==> config.mk <==
export PLATFORM = sky130hd
export DESIGN_NAME = fpc_top
export DESIGN_NICKNAME = d
export VERILOG_FILES = /design/src/hw/fpc_nv_cells.v /design/src/hw/fpc_top.v
export VERILOG_INCLUDE_DIRS = /design/src /design/src/hw
export SDC_FILE = /design/constraint.sdc
export NUM_CORES = 1
export LEC_CHECK = 0
export ABC_CLOCK_PERIOD_IN_PS = 2130
export BUFFER_PORTS_ARGS = -buffer_cell sky130_fd_sc_hd__buf_2
export CORE_MARGIN = 1.5
export CORE_UTILIZATION = 50
export DETAILED_ROUTE_END_ITERATION = 10
export PLACE_DENSITY = 0.75
export SKIP_CTS_REPAIR_TIMING = 1
export SYNTH_ARGS = -nofsm -noshare
export SYNTH_HDL_FRONTEND = slang
export SYNTH_SLANG_ARGS = --single-unit
==> constraint.sdc <==
create_clock -name clock -period 2.13 [get_ports clock]
set_input_delay 0.1065 -clock clock [delete_from_list [all_inputs] [get_ports clock]]
set_output_delay 0.1065 -clock clock [all_outputs]
set_load 0.02 [all_outputs]
==> src/hw/fpc_defs.vh <==
/*
 flash protection control: register offsets, field positions, reset
 values and state codes shared by the protection logic and its fuse store.
 assumes it is included by bare name from every design file.
*/
`ifndef FPC_DEFS_VH
`define FPC_DEFS_VH

// apb register map, byte addresses on a 12-bit address
`define FPC_AW 12
`define FPC_OFF_SECT_WP 12'h000
`define FPC_OFF_ACC_PROT 12'h004
`define FPC_OFF_PROT_DIS 12'h008
`define FPC_OFF_PROT_REEN 12'h00c
`define FPC_OFF_TEMP_UNPROT 12'h010
`define FPC_OFF_SET_PROT 12'h014
`define FPC_OFF_STATUS 12'h018
`define FPC_OFF_SECT_VOL 12'h01c

// fuse word indices inside the nonvolatile store
`define FPC_IDX_SECT_WP 2'h0
`define FPC_IDX_ACC_PROT 2'h1
`define FPC_IDX_PROT_DIS 2'h2
`define FPC_IDX_PROT_REEN 2'h3
`define FPC_NV_WORDS 4
`define FPC_NV_LAST 2'h3
`define FPC_NV_ERASED 16'hffff

// fields
`define FPC_NSECT 10
`define FPC_ACCESS_PROTECT_FUSE_BIT 0
`define FPC_DEBUG_PROTECT_FUSE_BIT 1
`define FPC_TEMPORARY_UNPROTECT_BIT_BIT 0
`define FPC_SP_IDX_HI 17
`define FPC_SP_IDX_LO 16
`define FPC_ST_WPF 0
`define FPC_ST_SPREJ 1
`define FPC_ST_PROT 2
`define FPC_ST_LOADED 3
`define FPC_ST_DEBUG 4
`define FPC_ST_TEMPORARY_UNPROTECT_BIT 5

// software trap raised by a refused data read
`define FPC_TRAP_NUM 16'h009b

// load sequencer states
`define FPC_S_RD 2'h0
`define FPC_S_CAP 2'h1
`define FPC_S_RUN 2'h2

`endif

==> src/hw/fpc_nv_cells.v <==
/*
 fpc_nv_cells: the four one-time-programmable protection words.
 assumes por is a same-clock pulse standing for a factory-erased array;
 rst does not touch the cells, since they are nonvolatile.
*/
`timescale 1ns/100ps
`include "fpc_defs.vh"

module fpc_nv_cells (
   input wire clock,
   input wire por,
   input wire prog_en,
   input wire [1:0] prog_idx,
   input wire [15:0] prog_data,
   input wire [1:0] rd_idx,
   output reg [15:0] rd_data_q
);
   reg [15:0] cell_q [0:`FPC_NV_WORDS-1];
   integer i;

   always @(posedge clock) begin
      if (por) begin
         for (i = 0; i < `FPC_NV_WORDS; i = i + 1) begin
            cell_q[i] <= `FPC_NV_ERASED;
         end
      end else if (prog_en) begin
         // cells only go from erased 1 to programmed 0
         cell_q[prog_idx] <= cell_q[prog_idx] & prog_data;
      end
      rd_data_q <= cell_q[rd_idx];
   end
endmodule // fpc_nv_cells

==> src/hw/fpc_top.v <==
/*
 fpc_top: protection logic for the on-chip program flash. holds the
 volatile copies of the protection fuses, judges cpu and pec data
 accesses, sector program/erase requests and apb register writes.
 assumes the cpu side drives its request strobes on this clock, and that
 cpu_fetch_flash tells whether the instruction now acting came from flash.
*/
// The implementer's own choices: the APB register port and the placing of the registers.
// Behaviour
// four one-time-programmable protection words, bits only go 1 to 0
// ten sector write-protect bits; 0 blocks program or erase of sector
// access fuse 0 refuses data access unless instruction came from flash
// debug fuse 1 enables debug features; 0 disables debug and test modes
// disable fuse x at 0 with enable fuse x at 1 cancels access fuse
// disable fuse 0 programmable only after debug and access fuses are 0
// disable fuse x above 0 needs enable fuse x-1 already at 0
// enable fuse x at 0 with disable fuse x+1 at 1 restores access fuse
// enable fuse x programmable only after disable fuse x is 0
// temporary-unprotect bit suspends protection; set only from flash code
// protected exactly when access fuse and temporary-unprotect are both 0
// software enables protection from ram: unprotect, set fuse, clear bit
// at most 16 disable/enable cycles; needs temporary unprotection first
// protected: ram/external writes dropped, reads give dummy and trap
// protected: peripheral event controller flash transfers blocked too
// protected: all control register writes blocked; reads still allowed (code still accepts temporary-unprotect writes)
// set-protection writing 1 into sector bits lifts their protection
// reset or set-protection writing 0 restores sector protection
// sector unprotection changes the volatile copy only, not the fuses
// reset or writing 0 to temporary-unprotect bit restores protection
// reset forces protections on, then loads fuses into volatile copies
// program/erase of protected sector sets flag; others still proceed
// until fuse load completes, deny protected accesses and reg writes
`timescale 1ns/100ps
`include "fpc_defs.vh"

module fpc_top (
   input wire clock,
   input wire rst,
   input wire por,
   input wire psel,
   input wire penable,
   input wire pwrite,
   input wire [`FPC_AW-1:0] paddr,
   input wire [31:0] pwdata,
   output reg [31:0] prdata,
   output reg pready,
   output reg pslverr,
   input wire cpu_fetch_flash,
   input wire da_req,
   input wire da_write,
   input wire da_pec,
   input wire da_fetch_flash,
   output reg da_done,
   output reg da_allow,
   output reg da_trap,
   output reg [15:0] trap_number,
   input wire pe_req,
   input wire [`FPC_NSECT-1:0] pe_sectors,
   output reg pe_done,
   output reg [`FPC_NSECT-1:0] pe_sector_go,
   output reg debug_enable,
   output reg access_protected
);
   // volatile copies that govern operation
   reg [`FPC_NSECT-1:0] sect_vol_q;
   reg [15:0] acc_vol_q;
   reg [15:0] dis_vol_q;
   reg [15:0] reen_vol_q;
   reg temporary_unprotect_bit_q;
   reg loaded_q;
   reg wpf_q;
   reg sprej_q;
   reg [1:0] state_q;
   reg [1:0] cnt_q;
   reg [1:0] state_d;
   reg [1:0] cnt_d;

   // nonvolatile store handshake
   wire [15:0] nv_rd;
   reg [1:0] nv_rd_idx;
   reg nv_prog;
   reg [1:0] nv_prog_idx;
   reg [15:0] nv_prog_data;

   // protection state
   wire access_protect_fuse_fuse;
   wire debug_protect_fuse_fuse;
   wire acc_cancel;
   wire prot;

   // apb decode
   wire apb_acc;
   wire apb_done;
   wire wr_done;
   reg mapped;
   reg [31:0] rd_mux;

   // set-protection judgement
   wire [1:0] sp_idx;
   wire [15:0] sp_data;
   wire [15:0] dis_new0;
   wire [15:0] reen_new0;
   reg sp_bad;
   wire sp_hit;
   wire sp_ok;
   wire sp_rej;

   // access judgement
   wire da_pass;
   wire [`FPC_NSECT-1:0] pe_blocked;

   fpc_nv_cells u_nv (
      .clock(clock),
      .por(por),
      .prog_en(nv_prog),
      .prog_idx(nv_prog_idx),
      .prog_data(nv_prog_data),
      .rd_idx(nv_rd_idx),
      .rd_data_q(nv_rd)
   );

   assign access_protect_fuse_fuse = acc_vol_q[`FPC_ACCESS_PROTECT_FUSE_BIT];
   assign debug_protect_fuse_fuse = acc_vol_q[`FPC_DEBUG_PROTECT_FUSE_BIT];
   // any pair with disable programmed and enable still erased cancels;
   // the pair chain means the newest pair decides, so a programmed enable
   // with the next disable still erased leaves no cancelling pair
   assign acc_cancel = |(~dis_vol_q & reen_vol_q);
   assign prot = !loaded_q
                 || (!access_protect_fuse_fuse && !acc_cancel && !temporary_unprotect_bit_q);

   // fuse load after reset: issue a read, capture it next cycle
   always @* begin
      state_d = state_q;
      cnt_d = cnt_q;
      case (state_q)
         `FPC_S_RD: begin
            state_d = `FPC_S_CAP;
         end
         `FPC_S_CAP: begin
            if (cnt_q == `FPC_NV_LAST) begin
               state_d = `FPC_S_RUN;
            end else begin
               state_d = `FPC_S_RD;
               cnt_d = cnt_q + 2'h1;
            end
         end
         `FPC_S_RUN: begin
            state_d = `FPC_S_RUN;
         end
         default: begin
            state_d = `FPC_S_RD;
            cnt_d = 2'h0;
         end
      endcase
   end

   // steer to the bus address one edge before run: a read whose access
   // phase meets the end of the load must not see the last fuse word
   always @* begin
      if (state_d == `FPC_S_RUN) begin
         nv_rd_idx = paddr[3:2];
      end else begin
         nv_rd_idx = cnt_q;
      end
   end

   assign apb_acc = psel && penable;
   // one wait cycle gives the fuse store time to answer a read
   assign apb_done = apb_acc && pready;
   assign wr_done = apb_done && pwrite && mapped;

   always @* begin
      case (paddr)
         `FPC_OFF_SECT_WP: mapped = 1'b1;
         `FPC_OFF_ACC_PROT: mapped = 1'b1;
         `FPC_OFF_PROT_DIS: mapped = 1'b1;
         `FPC_OFF_PROT_REEN: mapped = 1'b1;
         `FPC_OFF_TEMP_UNPROT: mapped = 1'b1;
         `FPC_OFF_SET_PROT: mapped = 1'b1;
         `FPC_OFF_STATUS: mapped = 1'b1;
         `FPC_OFF_SECT_VOL: mapped = 1'b1;
         default: mapped = 1'b0;
      endcase
   end

   always @* begin
      rd_mux = 32'h0000_0000;
      case (paddr)
         // fuse words read back the cells, so a temporary sector
         // unprotection cannot be seen here
         `FPC_OFF_SECT_WP: rd_mux[15:0] = nv_rd;
         `FPC_OFF_ACC_PROT: rd_mux[15:0] = nv_rd;
         `FPC_OFF_PROT_DIS: rd_mux[15:0] = nv_rd;
         `FPC_OFF_PROT_REEN: rd_mux[15:0] = nv_rd;
         `FPC_OFF_TEMP_UNPROT: rd_mux[`FPC_TEMPORARY_UNPROTECT_BIT_BIT] = temporary_unprotect_bit_q;
         `FPC_OFF_STATUS: begin
            rd_mux[`FPC_ST_WPF] = wpf_q;
            rd_mux[`FPC_ST_SPREJ] = sprej_q;
            rd_mux[`FPC_ST_PROT] = prot;
            rd_mux[`FPC_ST_LOADED] = loaded_q;
            rd_mux[`FPC_ST_DEBUG] = loaded_q && debug_protect_fuse_fuse;
            rd_mux[`FPC_ST_TEMPORARY_UNPROTECT_BIT] = temporary_unprotect_bit_q;
         end
         `FPC_OFF_SECT_VOL: rd_mux[`FPC_NSECT-1:0] = sect_vol_q;
         default: rd_mux = 32'h0000_0000;
      endcase
   end

   // set-protection command: index in the upper field, word in the lower
   assign sp_idx = pwdata[`FPC_SP_IDX_HI:`FPC_SP_IDX_LO];
   assign sp_data = pwdata[15:0];
   assign dis_new0 = dis_vol_q & ~sp_data;
   assign reen_new0 = reen_vol_q & ~sp_data;

   always @* begin
      sp_bad = 1'b0;
      if (sp_idx == `FPC_IDX_PROT_DIS) begin
         if (dis_new0[0] && (access_protect_fuse_fuse || debug_protect_fuse_fuse)) begin
            sp_bad = 1'b1;
         end
         if (|(dis_new0[15:1] & reen_vol_q[14:0])) begin
            sp_bad = 1'b1;
         end
      end else if (sp_idx == `FPC_IDX_PROT_REEN) begin
         if (|(reen_new0 & dis_vol_q)) begin
            sp_bad = 1'b1;
         end
      end
   end

   assign sp_hit = wr_done && (paddr == `FPC_OFF_SET_PROT);
   // set protection never runs from flash, and not while protected;
   // the pair sequence therefore needs temporary unprotection first
   assign sp_ok = sp_hit && !prot && !cpu_fetch_flash && !sp_bad;
   assign sp_rej = sp_hit && !sp_ok;

   always @* begin
      nv_prog = sp_ok;
      nv_prog_idx = sp_idx;
      nv_prog_data = sp_data;
   end

   // access judgement: pec never counts as a fetch from flash
   assign da_pass = !prot || (da_fetch_flash && !da_pec);
   assign pe_blocked = pe_sectors & ~sect_vol_q;

   always @(posedge clock) begin
      if (rst) begin
         state_q <= `FPC_S_RD;
         cnt_q <= 2'h0;
         loaded_q <= 1'b0;
         // everything protected until the cells are read
         sect_vol_q <= {`FPC_NSECT{1'b0}};
         acc_vol_q <= 16'h0000;
         dis_vol_q <= `FPC_NV_ERASED;
         reen_vol_q <= `FPC_NV_ERASED;
         temporary_unprotect_bit_q <= 1'b0;
         wpf_q <= 1'b0;
         sprej_q <= 1'b0;
      end else begin
         state_q <= state_d;
         cnt_q <= cnt_d;
         if (state_q == `FPC_S_CAP) begin
            case (cnt_q)
               `FPC_IDX_SECT_WP: sect_vol_q <= nv_rd[`FPC_NSECT-1:0];
               `FPC_IDX_ACC_PROT: acc_vol_q <= nv_rd;
               `FPC_IDX_PROT_DIS: dis_vol_q <= nv_rd;
               default: reen_vol_q <= nv_rd;
            endcase
            if (cnt_q == `FPC_NV_LAST) begin
               loaded_q <= 1'b1;
            end
         end
         if (sp_ok) begin
            case (sp_idx)
               // sector copy takes the word: 1 lifts, 0 restores; the fuse copies only clear bits
               `FPC_IDX_SECT_WP: begin
                  sect_vol_q <= sp_data[`FPC_NSECT-1:0];
               end
               `FPC_IDX_ACC_PROT: acc_vol_q <= acc_vol_q & sp_data;
               `FPC_IDX_PROT_DIS: dis_vol_q <= dis_vol_q & sp_data;
               default: reen_vol_q <= reen_vol_q & sp_data;
            endcase
         end
         // setting needs flash code; clearing is allowed from anywhere
         if (wr_done && paddr == `FPC_OFF_TEMP_UNPROT) begin
            if (!pwdata[`FPC_TEMPORARY_UNPROTECT_BIT_BIT]) begin
               temporary_unprotect_bit_q <= 1'b0;
            end else if (cpu_fetch_flash && loaded_q) begin
               temporary_unprotect_bit_q <= 1'b1;
            end
         end
         // set wins over a same-cycle write-one clear
         if (pe_req && state_q == `FPC_S_RUN && |pe_blocked) begin
            wpf_q <= 1'b1;
         end else if (wr_done && !prot && paddr == `FPC_OFF_STATUS
                      && pwdata[`FPC_ST_WPF]) begin
            wpf_q <= 1'b0;
         end
         if (sp_rej) begin
            sprej_q <= 1'b1;
         end else if (wr_done && !prot && paddr == `FPC_OFF_STATUS
                      && pwdata[`FPC_ST_SPREJ]) begin
            sprej_q <= 1'b0;
         end
      end
   end

   // apb slave: ready one cycle into the access phase, held off during load
   always @(posedge clock) begin
      if (rst) begin
         pready <= 1'b0;
         pslverr <= 1'b0;
         prdata <= 32'h0000_0000;
      end else if (apb_acc && !pready && state_q == `FPC_S_RUN) begin
         pready <= 1'b1;
         pslverr <= !mapped;
         prdata <= pwrite ? 32'h0000_0000 : rd_mux;
      end else begin
         pready <= 1'b0;
         pslverr <= 1'b0;
         prdata <= 32'h0000_0000;
      end
   end

   // data access and program/erase answers, one cycle after the request
   always @(posedge clock) begin
      if (rst) begin
         da_done <= 1'b0;
         da_allow <= 1'b0;
         da_trap <= 1'b0;
         trap_number <= 16'h0000;
         pe_done <= 1'b0;
         pe_sector_go <= {`FPC_NSECT{1'b0}};
         debug_enable <= 1'b0;
         access_protected <= 1'b1;
      end else begin
         da_done <= da_req;
         da_allow <= da_req && da_pass;
         // a refused cpu read gets dummy data and the trap; writes vanish
         da_trap <= da_req && !da_pass && !da_write && !da_pec;
         if (da_req && !da_pass && !da_write && !da_pec) begin
            trap_number <= `FPC_TRAP_NUM;
         end
         pe_done <= pe_req;
         if (pe_req) begin
            // protected sectors are skipped, the rest proceed
            pe_sector_go <= loaded_q ? (pe_sectors & sect_vol_q)
                            : {`FPC_NSECT{1'b0}};
         end else begin
            pe_sector_go <= {`FPC_NSECT{1'b0}};
         end
         debug_enable <= loaded_q && debug_protect_fuse_fuse;
         access_protected <= prot;
      end
   end
endmodule // fpc_top

* After elaboration in Yosys (flattened, before gate mapping)
Memory sizes are Yosys's and may differ from the RTL's. A register that Yosys moved wholly into a read port is not among the register bits.
Cells that the tools add are included.
** Operators by class
- Add/subtract/negate cells :: 1
- Multiply operators :: 0
- Divide/modulo/power cells :: 0
- Order comparisons :: 0
- Eq/ne operators :: 18
- Shift operators :: 0
- Multiplexer cells :: 45
- Bitwise operators :: 19
- Reductions and logical operators :: 67
** Operators with widths (count)
- 16-bit two-way mux :: 13
- 16-bit AND :: 8
- 12-bit by 5-bit == test with 1-bit output (second input constant) :: 4
- 16-bit OR reduction :: 3
- 10-bit two-way mux :: 4
- 16-bit inverter :: 2
- 1-bit logical AND :: 28
- 12-bit by 4-bit == test with 1-bit output (second input constant) :: 2
- 10-bit AND :: 2
- 1-bit two-way mux :: 19
- 15-bit AND :: 1
- 5-bit one-hot mux with 3 select lines :: 1
- 15-bit OR reduction :: 1
- 1-bit logical NOT :: 13
- 12-bit by 3-bit == test with 1-bit output (second input constant) :: 1
- 2-bit == test (second input constant) :: 6
- 12-bit logical NOT :: 1
- 3-bit OR reduction :: 4
- 10-bit inverter :: 1
- 10-bit OR reduction :: 1
- 2-bit two-way mux :: 4
- 4-bit one-hot mux with 2 select lines :: 1
- 4-bit OR reduction :: 2
- 7-bit logical NOT :: 1
- other kinds (13) :: 27
** Word-level totals
- Flip-flop bits (word level) :: 117
- Bits in latches :: 0
- Bits in writable memories :: 64
- Memory bits (read-only) :: 32
- Bits of input ports :: 66
- Output and inout bits :: 66
- Logic and storage cells :: 175
- Memories :: 2
** Memories
- u_nv.cell_q :: words 4, bits a word 16, read ports 2, clocked after memory_dff 1, wr ports 4, RTL line fpc_nv_cells.v:18 : reg [15:0] cell_q [0:`FPC_NV_WORDS-1];
- (name not given) :: words 32, bits a word 1, read ports 1, clocked after memory_dff 0, wr ports 0, RTL line fpc_top.v:173 : case (paddr)

* Longest topological paths before layout
- Word-level depth :: 16
- Mapped depth :: 8
- Mapped depth without buffers :: 6

* Modules after synthesis
Synthesis repeated with hierarchy kept, for this count alone.
** Second synthesis, totals
- Cell total of the unflattened synthesis :: 795
- Area total of the unflattened synthesis :: 8242.9 sq um
** Modules (own cells, without submodules)
- fpc_top :: times used 1, cells each 546, area an instance 4605.7 sq um, sequential area each 1741.7 sq um
- fpc_nv_cells :: times used 1, cells each 249, area an instance 3637.2 sq um, sequential area each 2242.2 sq um

* Least setup slack after synthesis
No wires, ideal clock.
- Path kind :: flip-flop to flip-flop
- From :: reg pready
- To :: mem u_nv.cell_q[1][0] (enable)
- Library setup time :: 0.375 ns
- Arrival :: 2.080 ns
- Data required time :: 1.755 ns
- Setup slack :: -0.325 ns
- Cell stages (with the launch flop) :: 8
- Buffers on the path :: 1
- Period minus slack after synthesis :: 2.455 ns
- Path through :: dfxtp_1 > nand4_1 > or2_2 > nor4b_4 > o21ai_2 > buf_2 > or2_1 > nand2b_1
** RTL lines
- from (decl) :: RTL line fpc_top.v:46 : output reg pready,
- from (signal assigned) :: RTL line fpc_top.v:312 : pready <= 1'b0;
- from (signal assigned) :: RTL line fpc_top.v:316 : pready <= 1'b1;
- from (signal assigned) :: RTL line fpc_top.v:320 : pready <= 1'b0;
- to (decl) :: RTL line fpc_nv_cells.v:18

* Final worst setup path
- From :: reg reen_vol_q[4]
- To :: reg reen_vol_q[15]
** On the way
- Longest elaborated chain between the ends :: 11
- Elaborated cells on any way between the ends :: 21
- Those cells by class :: mux (5); bitwise (4); reduce/logical (12)
** Ends and longest elaborated chain
- from (decl) :: RTL line fpc_top.v:68 : reg [15:0] reen_vol_q;
- from (signal assigned) :: RTL line fpc_top.v:256 : reen_vol_q <= `FPC_NV_ERASED;
- from (signal assigned) :: RTL line fpc_top.v:268 : default: reen_vol_q <= nv_rd;
- from (signal assigned) :: RTL line fpc_top.v:282 : default: reen_vol_q <= reen_vol_q & sp_data;
- parallel branches: the longest is 9 deep, another holds 16-bit AND
- 1-bit logical AND (*) :: RTL line fpc_top.v:234 : assign sp_ok = sp_hit && !prot && !cpu_fetch_flash && !sp_bad;
- 16-bit two-way mux (*) :: RTL line fpc_top.v:274 : if (sp_ok) begin
Every way passes the cells marked *.
A chain may end at the register's enable or synchronous reset.

==> metrics <==
Worst-path clk slew 0.07 ns; Core Box Area 15800 um^2; critical path required time 2.45 ns; leak pwr 4.17 nW; Routed WL per cell 21.7 um; DRT Wirelength 25.2 mm; global-route wire length before repair 33.5 mm; dpl cells 1090; maxcap violations 0; final period utilization 109%; clock sink count 167; Final Non-Filler Cells 1161; FF-to-FF Start reen_vol_q[4]$_SDFF_PP1_; TNS Setup -11.46 ns; total CTS buffers 17; Seq/Total Area, Yosys 49.5%; ys async rst share 0%; root buf cell clkbuf_16; layout cells sized above 1 37.4%; Worst VDD drop 0.583 mV; HPWL Detailed 15.0 mm; # IOs 132; EDFF count, synth 64; flops & latches, synth 167; largest area contributor in the netlist dfxtp_1; H-tree Lvls 4; Cell Pwr Density 659 nW/um^2; Slew HR 48.2%; hold_sp da_fetch_flash; failing checks negative hold slack, negative setup slack; Setup CP Type reg2reg; library cells used by synthesis 64; Initial Util 50.8%; reg-to-reg slack, setup -0.19 ns; most numerous cell in the Yosys netlist nand2_1; Area Overhead vs Synth 31.0%; DR DRC count 0; TritonCTS clock tree done; Avg Synthesized Cell Area 10.7 um^2; Most used DFF post-synth dfxtp_1; worst path cell trace buf_6, nand3b_1, nand4_1, nor4_2, buf_4, o2111a_2, clkbuf_16, a21oi_1, a311o_1; outcome complete, but fails checks; later-pin clock latency in the skew report 0.44 ns; Crit. End Element flop; die area 16900 um^2; Max Clock Freq 431 MHz; Synth area leaders dfxtp_1, edfxtp_1, mux4_2, nand2_1, a311o_1; Slew Viols, Final 0; Hold EP da_allow$_SDFF_PP0_; Final Hold Fails 2; grt total ovfl 0; Worst Tran Pin Value 0.777 ns; post-synth top area share 25.6%; maximum clock insertion buffer count 2; top post-synthesis cells by count nand2_1, dfxtp_1, edfxtp_1; slowest stage cell, crit path o2111a_2; Final WS setup -0.188 ns; Starting DRT DRC Count 677; Setup violations, final 109; RSZ-0062 raised after global routing yes; Synth Warn # 0; GRT Util Overall 26.5%; crit path max fanout 7; ant diodes 0; FF-to-FF End reen_vol_q[15]$_SDFF_PP1_; CP arrival 2.64 ns; Buffers on Ports 90; initial antenna violation count 0; Rows 46; Synth Cell Area 8050 um^2; DRT antenna net count 0; clock skew 0.00865 ns; Post-Syn Instances 749; Worst path max stage delay 0.41 ns; DRT Pass-1 Iters 8; Vias 6993; final hold slack -0.0270 ns; GP Congestion 0.925; crit start category flop; largest net degree at the start of global routing 56; DIE HEIGHT 130 um; vias in the first global route 6353; Period minus WS final 2.32 ns; Nets 1002; Hold Path Stages 3; r2r worst-path depth 9; chip width 130 um; DR vias/cell 6.02; min-delay worst type in2reg
==> metrics by stage <==
stage | power, mW | setup slack, ns | utilization (%) | instance area (um^2)
2_1_floorplan | 3.84 | 0.0163 | - | 8170
3_3_place_gp | 4.05 | -0.275 | 57.8 | 9150
3_5_place_dp | 4.06 | -0.411 | 57.8 | 9150
4_1_cts | 6.86 | -0.469 | 61.2 | 9690
5_1_grt | 7.15 | -0.242 | 66.6 | 10500
6_report | 6.95 | -0.188 | 66.6 | 10500
==> worst max-delay path by stage <==
stage,endpoint,from
after floorplan,u_nv.cell_q[3][0]$_DFFE_PP_,reen_vol_q[3]$_SDFF_PP1_
after global placement,u_nv.cell_q[1][14]$_SDFFCE_PN1P_,paddr[3]
after detailed placement,u_nv.cell_q[1][10]$_SDFFCE_PN1P_,pready$_SDFF_PP0_
after CTS,u_nv.cell_q[1][10]$_SDFFCE_PN1P_,pready$_SDFF_PP0_
after global routing,u_nv.cell_q[2][3]$_SDFFCE_PN1P_,reen_vol_q[4]$_SDFF_PP1_
final,reen_vol_q[15]$_SDFF_PP1_,reen_vol_q[4]$_SDFF_PP1_
==> area by class of cell <==
type,count,area (um^2)
Fill cell,1156,5290
Sequential cell,167,4000
Multi-Input combinational cell,514,3990
Timing Repair Buffer,209,1650
Clock buffer,20,447
Tap cell,216,270
Clock inverter,12,97.6
Inverter,23,86.3
==> routing by layer <==
layer  vias to the layer above  track usage [%]  part of all wire (%)
li1                       3094                -                     -
met1                      3405             33.2                    38
met2                       405             45.1                    51
met3                        89             4.88                   7.5
met4                         0             11.4                   4.0
met5                         -                0                     0
==> critical path, delay by kind of cell (launching register included) <==
family / cells / cell delay (ns)
and+or+nand+nor: 3 / 0.58
AOI/OAI and AO/OA: 3 / 0.74
DFF: 1 / 0.34
buffers and inverters: 3 / 0.55
==> state kept, by name (all words and copies together), names as in the netlist, 2 cells and up <==
signal          count
acc_vol_q           2
dis_vol_q          16
prdata             16
sect_vol_q         10
state_q             2
u_nv.cell_q        64
u_nv.rd_data_q     16
pe_sector_go       10
reen_vol_q         16
cnt_q               2
==> power breakdown <==
part           switching, mW  total (mW)  internal (mW)
registers             0.0351        3.38           3.34
clock network           1.32        2.86           1.54
logic                  0.414       0.706          0.292
total                   1.77        6.95           5.18
==> cells by family after synthesis <==
group / after synthesis / synth area share [%]
adder cells (fa/ha/maj): 4 / 0.622
AO/OA/AOI/OAI: 120 / 12.1
other: 1 / 0.0466
multiplexers: 48 / 11.1
flip-flops: 167 / 49.5
buffers and inverters: 97 / 6.75
AND/OR/NAND/NOR: 312 / 19.8
==> layout by cell type, fill, tap and decap left out, drive strengths merged, types with 5 or more instances in the layout <==
cell         count
and2            11
dlygate4sd3     15
buf            188
nand2b           9
a211oi          11
clkbuf          26
nor2b           16
o22ai            5
clkinv           7
nand3           23
conb            27
nand2          149
mux4            32
nand3b          32
a21oi           28
nor2            23
a2bb2oi         16
inv             26
or2              6
nand4           13
and3            17
nor3             7
dfxtp          103
edfxtp          64
a311o           32
mux2i           12
No activity file was read; power rests on OpenSTA's default activity.
